File: src/spio_pkg.sv
// Functional notes
// RL1: Sixteen enables, buffer of 16 bytes.
// RL2: Input slot byte stored into buffer.
// RL3: Output slot drives buffer byte onto bus.
// RL4: Low lines outputs; count from code.
// RL5: Scan ascending, line 0 to 15.
// RL6: Scan rate chosen by static switches.
// RL7: After scan stop, ready, grant host access.
// RL8: Host transfers only during addressed I/O phase.
// RL9: Phase end withdraws access, scan if start.
// RL10: Start low postpones scan until high.
// RL11: Scanning ignores host addressing, no stretching.
// RL12: Host reset low clears buffer to zero.
// RL13: After reset, one exchange, then scan.
// RL14: Enables active low, one at a time.
// RL15: Ready driven low when scan finished.
// RL16: Byte maps to two nibbles, low first.
// RL17: Enable active 0.8 of slot period.
// RL18: Input byte captured before enable release.
package spio_pkg;
  // ----------------------------------------
  // Scan geometry
  // ----------------------------------------
  localparam int unsigned SLOTS = 16;
  localparam int unsigned SLOT_W = 4;
  localparam int unsigned NIB_PLACES = 32;
  localparam logic [7:0] BYTE_RST = 8'h00;
  // ----------------------------------------
  // Timing
  // ----------------------------------------
  localparam int unsigned CLK_MHZ = 200;
  localparam int unsigned SLOT_US_0 = 320;
  localparam int unsigned SLOT_US_1 = 640;
  localparam int unsigned SLOT_US_2 = 1280;
  localparam int unsigned SLOT_US_3 = 2560;
  localparam int unsigned SLOT_CYC_0 = SLOT_US_0 * CLK_MHZ;
  localparam int unsigned SLOT_CYC_1 = SLOT_US_1 * CLK_MHZ;
  localparam int unsigned SLOT_CYC_2 = SLOT_US_2 * CLK_MHZ;
  localparam int unsigned SLOT_CYC_3 = SLOT_US_3 * CLK_MHZ;
  // Enable active for eight tenths of a slot; capture two cycles before release.
  localparam int unsigned ACT_NUM = 8;
  localparam int unsigned ACT_DEN = 10;
  localparam int unsigned CAP_LEAD = 2;
  localparam int unsigned CNT_W = 20;
  localparam int unsigned FIFO_DEPTH = 8;
  localparam int unsigned FIFO_WIDTH = 12;
endpackage : spio_pkg

File: src/spio_top.sv
`timescale 1ns/1ps
module spio_top (
  // Clock and reset
  input wire logic i_ref_clk,
  input wire logic i_nrst,
  // Host side
  input wire logic i_host_reset_n,
  input wire logic i_io_phase,
  input wire logic i_addr_ok,
  input wire logic [4:0] i_nib_addr,
  input wire logic i_nib_wr,
  input wire logic [3:0] i_host_nibble_bus,
  output logic [3:0] o_host_nibble_bus,
  output logic o_host_nibble_oe,
  output logic o_host_access,
  // Configuration switches
  input wire logic [3:0] i_output_count_code,
  input wire logic [1:0] i_scan_rate,
  // External device side
  input wire logic i_start,
  input wire logic [7:0] i_external_data_bus,
  output logic [7:0] o_external_data_bus,
  output logic o_external_data_oe,
  output logic [15:0] o_enable_n,
  output logic o_ready_n
);
  typedef enum logic [1:0] {ST_CLEAR, ST_HOST, ST_WAIT, ST_SCAN} spio_state_e;

  // ----------------------------------------
  // Pin synchronisers
  // ----------------------------------------
  logic [1:0] hrst_s_q;
  logic [1:0] start_s_q;
  logic [7:0] din_m_q;
  logic [7:0] din_q;
  always_ff @(posedge i_ref_clk) begin
    if (!i_nrst) begin
      hrst_s_q <= 2'h0;
      start_s_q <= 2'h0;
      din_m_q <= 8'h00;
      din_q <= 8'h00;
    end else begin
      hrst_s_q <= {hrst_s_q[0], i_host_reset_n};
      start_s_q <= {start_s_q[0], i_start};
      din_m_q <= i_external_data_bus;
      din_q <= din_m_q;
    end
  end
  logic hrst_n;
  logic start_hi;
  assign hrst_n = hrst_s_q[1];
  assign start_hi = start_s_q[1];

  // ----------------------------------------
  // Slot timing
  // ----------------------------------------
  function automatic logic [19:0] slot_len(input logic [1:0] sel);
    unique case (sel)
      2'h0: slot_len = 20'(spio_pkg::SLOT_CYC_0);
      2'h1: slot_len = 20'(spio_pkg::SLOT_CYC_1);
      2'h2: slot_len = 20'(spio_pkg::SLOT_CYC_2);
      2'h3: slot_len = 20'(spio_pkg::SLOT_CYC_3);
    endcase
  endfunction : slot_len

  spio_state_e state_q;
  logic [3:0] slot_q;
  logic [19:0] tick_q;
  logic [1:0] rate_q;
  logic [19:0] period;
  logic [19:0] act_len;
  logic slot_end;
  logic capture;
  logic is_output;
  assign period = slot_len(rate_q); // RL6
  // The product overflows 20 bits for the slower rates, so it is formed in 32 bits.
  assign act_len = 20'((32'(period) * 32'(spio_pkg::ACT_NUM)) / 32'(spio_pkg::ACT_DEN)); // RL17
  assign slot_end = tick_q == period - 20'h1;
  assign capture = tick_q == act_len - 20'(spio_pkg::CAP_LEAD); // RL18
  assign is_output = {1'b0, slot_q} < {1'b0, i_output_count_code}; // RL4

  // ----------------------------------------
  // Phase tracking
  // ----------------------------------------
  logic phase_q;
  logic phase_end;
  logic [3:0] clr_q;
  assign phase_end = phase_q && !i_io_phase;
  always_ff @(posedge i_ref_clk) begin
    if (!i_nrst) begin
      phase_q <= 1'b0;
    end else begin
      phase_q <= i_io_phase;
    end
  end

  // ----------------------------------------
  // Sequencer
  // ----------------------------------------
  always_ff @(posedge i_ref_clk) begin
    if (!i_nrst || !hrst_n) begin
      state_q <= ST_CLEAR; // RL12
      clr_q <= 4'h0;
      slot_q <= 4'h0;
      tick_q <= 20'h0;
      rate_q <= 2'h0;
    end else begin
      unique case (state_q)
        ST_CLEAR: begin
          clr_q <= clr_q + 4'h1;
          if (clr_q == 4'(spio_pkg::SLOTS - 1)) begin
            state_q <= ST_HOST; // RL13
          end
        end
        ST_HOST: begin
          if (phase_end) begin
            state_q <= ST_WAIT; // RL9
          end
        end
        ST_WAIT: begin
          if (start_hi) begin // RL10
            state_q <= ST_SCAN;
            slot_q <= 4'h0; // RL5
            tick_q <= 20'h0;
            rate_q <= i_scan_rate; // RL6
          end
        end
        ST_SCAN: begin
          tick_q <= slot_end ? 20'h0 : tick_q + 20'h1;
          if (slot_end) begin
            slot_q <= slot_q + 4'h1; // RL5
            if (slot_q == 4'(spio_pkg::SLOTS - 1)) begin
              state_q <= ST_HOST; // RL7
            end
          end
        end
      endcase
    end
  end

  // ----------------------------------------
  // Buffer memory
  // ----------------------------------------
  // Host writes land through the FIFO so a burst of nibble writes never
  // collides with the single buffer write port; the FIFO drains one per cycle, only while in ST_HOST.
  logic [7:0] buf_q [spio_pkg::SLOTS];
  logic host_go;
  logic f_in_valid;
  logic f_in_ready;
  logic f_out_valid;
  logic [11:0] f_out_data;
  logic f_drain;
  assign host_go = state_q == ST_HOST && i_io_phase && i_addr_ok; // RL8 RL11
  assign f_in_valid = host_go && i_nib_wr;
  assign f_drain = state_q == ST_HOST;
  spio_fifo #(
    .WIDTH(spio_pkg::FIFO_WIDTH),
    .DEPTH(spio_pkg::FIFO_DEPTH)
  ) u_fifo (
    .i_ref_clk(i_ref_clk),
    .i_nrst(i_nrst),
    .i_valid(f_in_valid),
    .o_ready(f_in_ready),
    .i_data({3'h0, i_nib_addr, i_host_nibble_bus}),
    .o_valid(f_out_valid),
    .i_ready(f_drain),
    .o_data(f_out_data)
  );

  always_ff @(posedge i_ref_clk) begin
    if (state_q == ST_CLEAR) begin
      buf_q[clr_q] <= spio_pkg::BYTE_RST; // RL12
    end else if (state_q == ST_SCAN && capture && !is_output) begin
      buf_q[slot_q] <= din_q; // RL2 RL18
    end else if (f_out_valid && f_drain) begin
      if (f_out_data[4]) begin
        buf_q[f_out_data[8:5]][7:4] <= f_out_data[3:0]; // RL16
      end else begin
        buf_q[f_out_data[8:5]][3:0] <= f_out_data[3:0]; // RL16
      end
    end
  end

  // ----------------------------------------
  // Outputs
  // ----------------------------------------
  logic [3:0] rd_nib_q;
  logic rd_oe_q;
  logic [7:0] dout_q;
  logic dout_oe_q;
  logic [15:0] en_n_q;
  logic ready_n_q;
  always_ff @(posedge i_ref_clk) begin
    if (!i_nrst) begin
      rd_nib_q <= 4'h0;
      rd_oe_q <= 1'b0;
      dout_q <= 8'h00;
      dout_oe_q <= 1'b0;
      en_n_q <= 16'hFFFF;
      ready_n_q <= 1'b1;
    end else begin
      rd_oe_q <= host_go && !i_nib_wr && !f_out_valid;
      rd_nib_q <= i_nib_addr[0] ? buf_q[i_nib_addr[4:1]][7:4] : buf_q[i_nib_addr[4:1]][3:0];
      en_n_q <= 16'hFFFF;
      if (state_q == ST_SCAN && tick_q < act_len) begin
        en_n_q[slot_q] <= 1'b0; // RL14
      end
      dout_oe_q <= state_q == ST_SCAN && is_output; // RL3
      dout_q <= buf_q[slot_q]; // RL3
      ready_n_q <= !(state_q == ST_HOST && hrst_n); // RL15 RL7
    end
  end

  assign o_host_nibble_bus = rd_nib_q;
  assign o_host_nibble_oe = rd_oe_q;
  assign o_host_access = state_q == ST_HOST;
  assign o_external_data_bus = dout_q;
  assign o_external_data_oe = dout_oe_q;
  assign o_enable_n = en_n_q; // RL1
  assign o_ready_n = ready_n_q;
  logic unused_ok;
  assign unused_ok = f_in_ready ^ ^f_out_data[11:9];
endmodule : spio_top

File: src/spio_fifo.sv
`timescale 1ns/1ps
module spio_fifo #(
  parameter int unsigned WIDTH = 12,
  parameter int unsigned DEPTH = 8
) (
  // Clock and reset
  input wire logic i_ref_clk,
  input wire logic i_nrst,
  // Fill side
  input wire logic i_valid,
  output logic o_ready,
  input wire logic [WIDTH-1:0] i_data,
  // Drain side
  output logic o_valid,
  input wire logic i_ready,
  output logic [WIDTH-1:0] o_data
);
  localparam int unsigned AW = $clog2(DEPTH);
  logic [WIDTH-1:0] mem_q [DEPTH];
  logic [AW-1:0] wr_q;
  logic [AW-1:0] rd_q;
  logic [AW:0] cnt_q;
  logic push;
  logic pop;

  // Room is left whenever fewer than DEPTH words are held.
  assign o_ready = cnt_q < (AW+1)'(DEPTH);
  assign o_valid = cnt_q != '0;
  assign push = i_valid && o_ready;
  assign pop = o_valid && i_ready;
  assign o_data = mem_q[rd_q];

  always_ff @(posedge i_ref_clk) begin
    if (push) begin
      mem_q[wr_q] <= i_data;
    end
  end

  always_ff @(posedge i_ref_clk) begin
    if (!i_nrst) begin
      wr_q <= '0;
      rd_q <= '0;
      cnt_q <= '0;
    end else begin
      if (push) begin
        wr_q <= (wr_q == AW'(DEPTH - 1)) ? '0 : wr_q + 1'b1;
      end
      if (pop) begin
        rd_q <= (rd_q == AW'(DEPTH - 1)) ? '0 : rd_q + 1'b1;
      end
      cnt_q <= cnt_q + (AW+1)'(push) - (AW+1)'(pop);
    end
  end
endmodule : spio_fifo

File: config.mk
export PLATFORM = sky130hd
export DESIGN_NAME = spio_top
export DESIGN_NICKNAME = d
export VERILOG_FILES = /design/src/spio_pkg.sv /design/src/spio_top.sv /design/src/spio_fifo.sv
export SDC_FILE = /design/constraint.sdc
export NUM_CORES = 1
export LEC_CHECK = 0
export ABC_AREA = 1
export BUFFER_PORTS_ARGS = -buffer_cell sky130_fd_sc_hd__clkbuf_2
export CAP_MARGIN = 0
export CORE_ASPECT_RATIO = 1.25
export CORE_MARGIN = 10
export CORE_UTILIZATION = 41
export DETAILED_ROUTE_END_ITERATION = 8
export GPL_TIMING_DRIVEN = 0
export MAX_ROUTING_LAYER = met4
export PLACE_DENSITY_LB_ADDON = 0.3
export SLEW_MARGIN = 20
export SYNTH_ARGS = -nofsm -noshare
export SYNTH_HDL_FRONTEND = slang
export SYNTH_SLANG_ARGS = --single-unit
File: constraint.sdc
create_clock -name i_ref_clk -period 11.9 [get_ports i_ref_clk]
set_clock_uncertainty 0.05 [all_clocks]
set_input_delay 0 -clock i_ref_clk [delete_from_list [all_inputs] [get_ports i_ref_clk]]
set_output_delay 0 -clock i_ref_clk [all_outputs]
set_load 0.005 [all_outputs]
Word-level counts from Yosys, hierarchy flattened:

Memory sizes are Yosys's and may differ from the RTL's. A register that Yosys moved wholly into a read port is not among the register bits.
Cells that the tools add are included.

* register bits after elaboration: 86
* RAM bits: 200
* bits of input ports: 30
* output and inout port bits: 32
* memories: 2

Memory list
* buf_q: words 16, width 8, read ports 2, clocked after memory_dff 1, write ports 1, line spio_top.sv:146 `logic [7:0] buf_q [spio_pkg::SLOTS];`
* u_fifo.mem_q: words 8, width 9, read ports 1, clocked after memory_dff 1, write ports 1, line spio_fifo.sv:19 `logic [WIDTH-1:0] mem_q [DEPTH];`

* add/subtract/negate cells: 9
* divide/modulo/power cells: 1
* $lt $le $gt $ge: 5
* eq/ne operators: 17
* muxes and demuxes: 43
* bitwise operators: 1
* reduce and logical (&&, ||, !) cells: 34

Operators by type and width (count)
* case mux 20 bit (4 select lines): 1
* == test 20 bit: 2
* two-way mux 20 bit: 2
* case mux 20 bit (2 select lines): 1
* divider 23 x 4 -> 32 bit (second input constant): 1
* adder 20 x 1 -> 20 bit (second input constant): 1
* less-than comparator 20 bit: 1
* two-way mux 4 bit: 5
* subtractor 20 x 1 -> 20 bit (second input constant): 1
* subtractor 20 x 2 -> 20 bit (second input constant): 1
* two-way mux 1 bit: 19
* two-way mux 8 bit: 2
* inverter 16 bit: 1
* OR reduction 8 bit: 2
* logical AND 1 bit: 14
* two-way mux 2 bit: 6
* two-way mux 3 bit: 4
* inequality test 2 bit (second input constant): 5
* adder 4 x 1 -> 4 bit (second input constant): 2
* == test 2 bit (second input constant): 4
* == test 4 bit (second input constant): 2
* zero test 1 bit: 8
* case mux 2 bit (4 select lines): 1
* case mux 4 bit (2 select lines): 1
* 17 further kinds: 23

Longest topological paths before layout:

Gate-level depths: netlist of the first run.

* depth after elaboration: 13
* depth in mapped cells: 62
* gate-level depth less buffers: 60

Hierarchy:

A second synthesis of the first run with hierarchy kept.

* cells, all modules: 2052
* area, all modules: 17164.0 um^2

By module, submodules not included
* spio_top: instances 1, cells each 1541, area each 12311.8 um^2, sequential area each 5525.3 um^2
* spio_fifo: instances 1, cells each 511, area each 4852.2 um^2, sequential area each 3143.0 um^2

Worst setup path before layout of the first run:

OpenSTA, ideal clock, no wires.

* path type: register -> register
* start: register rate_q[0]
* end: memory buf_q[15][0] (enable)
* data arrival time: 7620 ps
* slack: 3901 ps
* cell stages (with the launch flop): 57
* period minus slack after synthesis: 7999 ps
* cells stage by stage: dfxtp_1 > inv_1 > ha_1 > inv_1 > ha_1 > inv_2 > nor3_1 > nand2_2 > nand3_2 > inv_2 > ha_1 > inv_1 > o211ai_2 > inv_1 > nand2_2 > ha_1 > inv_1 > nand3_1 > [21 not listed] > ha_1 > nor2_1 > nand2_1 > nor2_1 > ha_1 > nand2_1 > a31oi_1 > nand3_2 > nand2_4 > nand2_2 > nand3_4 > inv_4 > buf_6 > nand2_2 > nand2_4 > nor2_4 > nand2_1 > nor2_1

* word-level cells in the longest chain between the ends: 13

RTL lines
* start, declared: line spio_top.sv:69 `logic [1:0] rate_q;`
* start signal, assigned: line spio_top.sv:125 `rate_q <= i_scan_rate;`
* == test 2 bit (tied with other cells): line spio_top.sv:58 `unique case (sel)`
* case mux 20 bit (4 select lines) (*): line spio_top.sv:58
* divider 23 x 4 -> 32 bit (*): line spio_top.sv:77 `assign act_len = 20'((32'(period) * 32'(spio_pkg::ACT_NUM)) / 32'(spio_pkg::ACT_DEN));`
* subtractor 20 x 2 -> 20 bit (*): line spio_top.sv:79 `assign capture = tick_q == act_len - 20'(spio_pkg::CAP_LEAD);`
* == test 20 bit (*): line spio_top.sv:79
* logical AND 1 bit (*) (2 in series): line spio_top.sv:173 `end else if (state_q == ST_SCAN && capture && !is_output) begin`
* two-way mux 1 bit: line spio_top.sv:173
* two-way mux 1 bit: line spio_top.sv:171 `if (state_q == ST_CLEAR) begin`
* two-way mux 1 bit (implied by the code): line spio_top.sv:174 `buf_q[slot_q] <= din_q;`
* OR reduction 8 bit (no line)
* two-way mux 4 bit (no line) / two-way mux 1 bit (equally long branches)
* two-way mux 4 bit (no line) / two-way mux 2 bit (equally long branches)
* end, declared: line spio_top.sv:146

Every way passes the cells marked *; elsewhere a longest branch is shown, timed or not. The select of a mux whose other input is x is not followed.

Worst setup path after layout of the first run:

* start: register rate_q[0]
* end: memory buf_q[0][0] (enable)

The elaborated chain is that of the path after synthesis.

==> impl_results.md, run 1 <==
- R2R Path End: buf_q[0][0]$_DFFE_PP_
- Cell Pwr Density: 122 mW/mm^2
- Dpl ws: 2.32 ns
- DRT antenna net count: 0
- Crit-path slowest cell: nor2_1
- Hold path cells: 4
- Site Rows: 80
- Vias: 13604
- Starting Density: 41.4%
- Initial antenna violation count: 1
- Horiz. Die Dim: 195 um
- Max Cap Viol: 0
- Pleak: 0.00739 uW
- Synth warn: 0
- CTS root buf: clkbuf_16
- Drt pass-1 iters: 9
- CORE AREA: 0.0380 mm^2
- Setup ws final: 2.21 ns
- Final HPWL DP: 34.3 mm
- RePlAce Congestion: 0.959
- RR Startpoint: rate_q[0]$_SDFFE_PP0P_
- Io pins: 62
- Layout cells sized above 1: 10.5%
- Seq. cell area: 0.00795 mm^2
- Setup repair bufs after CTS: 0
- Final Max Slew Viols: 0
- Syn Area/Cell: 8.68 um^2
- R2R cell count: 56
- Mapped cell area: 0.0157 mm^2
- Post-synthesis sequential area ratio: 50.5%
- Skew-Pair Late Insertion Delay: 0.60 ns
- Cts hold-fix bufs: 29
- Port bufs: 60
- Worst Path Required: 12.07 ns
- Worst path max stage delay: 0.50 ns
- Critical path endpoint category: register
- Number of remaining DRC errors: 0
- Fillers: 3644
- Die area: 0.0467 mm^2
- Placed cells: 2369
- CP Launch Type: register
- Most common cell on crit path: ha_1
- Hold Fails Final Rpt: 0
- Highest clock rate: 103 MHz
- CTS tree: built
- Max VDD drop: 0.125 mV
- Post-synthesis register bit count: 297
- Largest net degree at the start of global routing: 17
- Status: finished, final reports clean
- CP Max Fanout: 10
- Routed wire per std cell: 19.1 um
- Final WL: 47.0 mm
- R2r setup slk: 2.21 ns
- Area growth, synth to finish: 14.8%
- Worst Tran Pin Value: 1.10 ns
- Max H-tree Level: 1
- Vias in the first global route: 13295
- Hold WS: 0.0749 ns
- HP Class: primary input to register
- Mapped Cells: 1814
- Worst-path clk slew: 0.06 ns
- DRT iter0 DRCs: 1236
- Fin area: 0.0181 mm^2
- CP Data Arrival Time: 9.87 ns
- Total grt overflow: 0
- Finished Layout Cells: 2457
- Final setup viols: 0
- Area after DPL: 0.0167 mm^2
- Max Buffers Root-to-Sink: 3
- Setup CP Type: register to register
- Async set or reset register ratio after synthesis: 0%
- Min-Delay Endpoint: din_m_q[4]$_SDFF_PN0_
- Die height: 239 um
- Period minus WS final: 9.69 ns
- Setup TNS: 0 ns
- # resized after CTS: 0
- Top_reg_cell synth: edfxtp_1
- CTS sink cnt: 297
- First-pass GRT wire length: 72.1 mm
- Vias per cell: 5.54
- EDFF count, synth: 200
- Synth cell types: 56
- RSZ-0062 raised after global routing: no
- Area of the multi-input gates: 0.00684 mm^2
- Final #Nets: 2032
- Syn_nets: 1907
- Relative slew slack: 26.1%
- HP Start: i_external_data_bus[4]
- Total GRT Usage: 19.8%
- Total CTS buffers: 31
- Final critical-path share of the clock period: 81.5%
-- sequential cells by signal (all words and copies together) (netlist names), 8 cells and up, named ones only --
name / cells
o_enable_n: 16
din_m_q: 8
buf_q: 128
din_q: 8
tick_q: 20
o_external_data_bus: 8
u_fifo.mem_q: 72
-- how the worst max path moves through the flow --
stage | from | end
detailed placement | rate_q[0]$_SDFFE_PP0P_ | buf_q[0][1]$_DFFE_PP_
global placement | rate_q[0]$_SDFFE_PP0P_ | buf_q[0][0]$_DFFE_PP_
floorplan | rate_q[0]$_SDFFE_PP0P_ | buf_q[15][0]$_DFFE_PP_
finish | rate_q[0]$_SDFFE_PP0P_ | buf_q[0][0]$_DFFE_PP_
CTS | rate_q[0]$_SDFFE_PP0P_ | buf_q[0][2]$_DFFE_PP_
global route | rate_q[0]$_SDFFE_PP0P_ | buf_q[0][0]$_DFFE_PP_
-- cells by family after synthesis --
group | synth area share (%)
and+or+nand+nor | 23.0
AOI/OAI and AO/OA | 14.1
DFF | 50.5
buffers and inverters | 6.19
adders and majority gates | 5.05
xor gates and xnor gates | 1.11
-- per-stage QoR --
step,power [uW],util [%]
3_3_place_gp,1180,43.8
4_1_cts,2220,47.5
5_1_grt,2270,47.5
6_report,2210,47.5
3_5_place_dp,1180,43.9
2_1_floorplan,1150,-
-- area by class of cell --
class	count	area share, %
multi-input combinational	1264	37.8
antenna	1	0.0138
clock inverter	18	1.41
buffer	76	1.69
clock buffer	40	4.59
tap	492	3.41
timing repair buffer	92	3.39
inverter	177	3.70
sequential	297	44.0
-- per-layer routing --
layer,part of all wire (%),up-vias,GRT usage [%]
met5,0,-,-
met4,5.6,0,10.4
met3,6.8,162,2.41
met2,48,631,33.7
met1,39,6327,22.6
li1,-,6484,-
-- power breakdown --
group	switching (uW)	internal, uW
Clock	415	622
Sequential	2.01	1100
Combinational	47.8	23.5
-- synth_stat cells, drive strengths merged, types with 7 or more instances --
| cell | count | area share [%] |
|---|---|---|
| o21ai | 213 | 6.9 |
| nor3 | 25 | 0.79 |
| ha | 62 | 4.9 |
| o211ai | 10 | 0.51 |
| inv | 173 | 4.2 |
| dfxtp | 97 | 12 |
| nand3 | 113 | 4.0 |
| xnor2 | 7 | 0.39 |
| buf | 8 | 0.32 |
| edfxtp | 200 | 38 |
| nor4 | 10 | 0.40 |
| a21oi | 61 | 2.2 |
| clkbuf | 68 | 1.6 |
| xor2 | 13 | 0.72 |
| nand2 | 324 | 8.6 |
| o221ai | 32 | 1.8 |
| o22ai | 35 | 1.4 |
| nand4 | 23 | 1.0 |
| nor2 | 300 | 7.8 |
| a41oi | 8 | 0.45 |
-- cell usage in the layout, fill, tap and decap left out, types with 7 or more instances in the layout --
| master | netlist | layout |
|---|---|---|
| dfxtp_1 | 97 | 97 |
| nor3_1 | 25 | 23 |
| o211ai_1 | 9 | 9 |
| edfxtp_1 | 200 | 200 |
| nor2_2 | 7 | 7 |
| o221ai_1 | 32 | 32 |
| inv_2 | 12 | 12 |
| o22ai_1 | 35 | 35 |
| nand4_1 | 22 | 22 |
| a21oi_1 | 55 | 55 |
| xor2_1 | 13 | 13 |
| dlygate4sd3_1 | 0 | 29 |
| nor4_1 | 10 | 10 |
| nand2_2 | 23 | 23 |
| clkbuf_16 | 0 | 31 |
| o21ai_0 | 207 | 207 |
| xnor2_1 | 7 | 7 |
| inv_1 | 159 | 159 |
| a41oi_1 | 8 | 8 |
| clkbuf_1 | 68 | 75 |
| nand3_1 | 104 | 104 |
| clkbuf_2 | 0 | 60 |
| ha_1 | 62 | 62 |
| nor2_1 | 282 | 282 |
| nor2_4 | 11 | 11 |
| nand2_1 | 291 | 291 |
| clkinv_1 | 4 | 10 |
| nand2_4 | 10 | 10 |
-- critical path, delay by kind of cell (launching register included) --
kind                     cells  cell delay [ns]
AO/OA/AOI/OAI                3             0.63
adder cells (fa/ha/maj)     10             2.35
buffers and inverters       13             1.56
flip-flops                   1             0.41
AND/OR/NAND/NOR             30             4.32
No activity file was read; power rests on OpenSTA's default activity.
==> inputs of run 2 (changes only) <==
ABC_AREA = 0   (was 1)
clock period = 9 ns   (was 11.9 ns; I/O delays follow)
==> run 2 against run 1 <==
  * The run now ends with setup timing left
  * Critical path type unchanged
  * Critical endpoint is now buf_q[11][1]$_DFFE_PP_
  * Fmax is 4.9% higher
  * Synthesized cell count is 36% lower
  * Largest power group unchanged
  * Setup slack worse by 2.4 ns
  * Register-to-register slack worse by 2.4 ns
  * Via count is 18% lower
  * Die area is 2.2% lower
  * Hold slack worse by 0.057 ns
==> impl_results.md, run 2 <==
- Status: finished with violations
- Violated checks: setup timing
- Total grt overflow: 0 (unchanged)
- Max Cap Viol: 0 (unchanged)
- Worst Path Required: 9.23 ns (-2.84 ns)
- Port bufs: 61 (+1.7%)
- Mapped cell area: 0.0154 mm^2 (-2.4%)
- Seq. cell area: 0.00796 mm^2 (about the same)
- Synth cell types: 92 (+64%)
- Biggest register: buf_q
- Post-synthesis register bit count: 297 (unchanged)
- CORE AREA: 0.0372 mm^2 (-2.3%)
- Commonest cells post-synth: 200 x edfxtp_1, 98 x mux4_2, 97 x dfxtp_1
- Async set or reset register ratio after synthesis: 0% (unchanged)
- Antenna Cells: 0 (-1)
- Top_reg_cell synth: edfxtp_1
- Final setup viols: 128 (+128)
- Worst path max stage delay: 0.43 ns (-0.07 ns)
- Total GRT Usage: 18.5% (-1.3 points)
- CTS tree: built
- Final #Nets: 1530 (-25%)
- Post-synthesis sequential area ratio: 51.7% (+1.2 points)
- Hold Fails Final Rpt: 0 (unchanged)
- CP Launch Type: register
- Fillers: 3019 (-17%)
- Synth warn: 0 (unchanged)
- Total CTS buffers: 30 (-3.2%)
- DRT antenna net count: 0 (unchanged)
- Final critical-path share of the clock period: 103% (+21 points)
- Die height: 236 um (-1.1%)
- Critical path endpoint category: register
- Setup ws final: -0.238 ns (-2.44 ns)
- Max VDD drop: 0.161 mV (+28%)
- Worst-path clk slew: 0.07 ns (about the same)
- Met1 Use GR: 20.9% (-1.7 points)
- Vias in the first global route: 11157 (-16%)
- Simple-gate share of the synthesized area: 13.0% (-10 points)
- Worst Tran Pin Value: 1.06 ns (-0.0481 ns)
- Post-synthesis compound-gate area fraction: 8.34% (-5.8 points)
- Commonest non-fill, non-tap cell in the layout: edfxtp_1
- Horiz. Die Dim: 193 um (-1.1%)
- Highest clock rate: 108 MHz (+4.9%)
- First-pass GRT wire length: 64.3 mm (-11%)
- Largest net degree at the start of global routing: 17 (unchanged)
- Setup TNS: -21.25 ns (-21.25 ns)
- Pleak: 0.00706 uW (-4.5%)
- Synth area leaders: edfxtp_1 39%, mux4_2 14%, dfxtp_1 13%
- Number of remaining DRC errors: 0 (unchanged)
- Vias: 11102 (-18%)
- GRT busiest layer: met2
- Crit path max-delay family: compound AO/OA/AOI/OAI gates
- Final Max Slew Viols: 0 (unchanged)
- CP Data Arrival Time: 9.47 ns (-0.40 ns)
- Initial antenna violation count: 0 (-1)
- Commonest cells after routing, fill and taps aside: 200 x edfxtp_1, 111 x buf_4, 98 x mux4_2
- Adder-cell share of the synthesized area: 5.18% (+0.12 points)
- CTS sink cnt: 297 (unchanged)
- Skew-Pair Late Insertion Delay: 0.57 ns (-0.03 ns)
- Crit-path slowest cell: dfxtp_4
- Starting Density: 41.4% (about the same)
- Top-count cell post-synth: edfxtp_1
- Area growth, synth to finish: 34.2%
- Syn_nets: 1263 (-34%)
- Max Buffers Root-to-Sink: 3 (unchanged)
- Fin area: 0.0206 mm^2 (+14%)
- Synth area leader: edfxtp_1
- EDFF count, synth: 200 (unchanged)
- Drt pass-1 iters: 5 (-4)
- Area of the multi-input gates: 0.00844 mm^2 (+23%)
- Period minus WS final: 9.24 ns (-0.457 ns)
- CTS root buf: clkbuf_16
- Site Rows: 79 (-1.3%)
- Worst path buffer plus inverter count: 8 (-5)
- Number of flip-flops in the largest register: 128 (unchanged)
- Max H-tree Level: 1 (unchanged)
- HP Class: primary input to register
- Routed wire per std cell: 22.4 um (+17%)
- Layout cells sized above 1: 38.3% (+28 points)
- Post-Synth XOR/XNOR Area: 2.65% (+1.5 points)
- Mux cell area share after synthesis: 16.1% (+16 points)
- Mapped Cells: 1170 (-36%)
- RePlAce Congestion: 0.894 (-6.7%)
- Synth top area share: 39.1% (+0.93 points)
- Io pins: 62 (unchanged)
- Relative slew slack: 29.3% (+3.2 points)
- Die area: 0.0457 mm^2 (-2.2%)
- CP Max Fanout: 9 (-1)
- Met2 GRT Util: 33.6% (-0.11 points)
- Final WL: 43.6 mm (-7.1%)
- Setup CP Type: register to register
- Syn Area/Cell: 13.1 um^2 (+51%)
- Final HPWL DP: 29.4 mm (-14%)
- Most common cell on crit path: ha_4
- Vias per cell: 5.70 (+3.0%)
- Cell Pwr Density: 139 mW/mm^2 (+13%)
- RSZ-0062 raised after global routing: yes
- Largest registers: buf_q (128), u_fifo.mem_q (72), tick_q (20)
- Area after DPL: 0.0173 mm^2 (+3.8%)
- DRT iter0 DRCs: 669 (-46%)
- Grt met3 use: 1.96% (-0.46 points)
- Combinational family with the most area after synthesis: multiplexers
run 2: cells by family after synthesis:
group | Yosys count
DFF | 297
buffers and inverters | 111
muxes | 123
AOI/OAI and AO/OA | 163
adders and majority gates | 63
xor gates and xnor gates | 45
and+or+nand+nor | 368
run 2: timing repair:
action                                 4_1_cts  5_1_grt
hold buffers                                26        0
endpoints found under the hold margin       93        0
setup endpoints to repair                  272      272
buffers inserted                            99       43
gates cloned                                 5        5
resized for setup                           65       67
pin swaps                                   67       70
run 2: area by class of cell:
type	count	share of cell area, %
multi-input combinational	767	40.9
sequential	297	38.6
timing repair buffer	233	9.53
clock buffer	37	4.02
tap	486	2.95
buffer	60	1.94
clock inverter	19	1.06
inverter	48	1.01
run 2: final timing paths:
| check | start | to | slack (ns) | cells after the start |
|---|---|---|---|---|
| min | i_addr_ok | u_fifo.wr_q[2]$_SDFFE_PN0P_ | 0.02 | 5 |
| max reg2reg | rate_q[0]$_SDFFE_PP0P_ | buf_q[11][1]$_DFFE_PP_ | -0.24 | 44 |
| max | rate_q[0]$_SDFFE_PP0P_ | buf_q[11][1]$_DFFE_PP_ | -0.24 | 44 |
| min reg2reg | din_m_q[5]$_SDFF_PN0_ | din_q[5]$_SDFF_PN0_ | 0.38 | 1 |
run 2: stage by stage:
stage | util [%] | setup slack (ns) | power [uW] | instances | hold WS [ns]
CTS | 53.6 | -0.325 | 2880 | 1904 | 0.00546
floorplan | - | -0.722 | 1530 | 1170 | 0.0277
global placement | 46.5 | -2.06 | 1560 | 1717 | 0.165
global route | 55.5 | -0.528 | 2940 | 1947 | 0.0317
detailed placement | 46.6 | -2.19 | 1560 | 1720 | 0.167
finish | 55.5 | -0.238 | 2860 | 1947 | 0.0177
run 2: tightest hold or removal path: stages:
cell      delay (ns)
clkbuf_2        0.12
nand4_1         0.13
nor2_1          0.12
mux2i_1         0.17
nor2b_1         0.06
run 2: routing by layer:
layer	vias up	wire [um]
li1	5082	-
met5	-	0
met1	5623	16400
met3	82	2020
met2	315	23700
met4	0	1490
run 2: power breakdown:
part	total, uW	leakage [uW]	switching [uW]	internal, uW
logic	95.4	0.00410	49.7	45.7
registers	1460	0.00246	4.79	1450
clock network	1300	0.000504	533	770
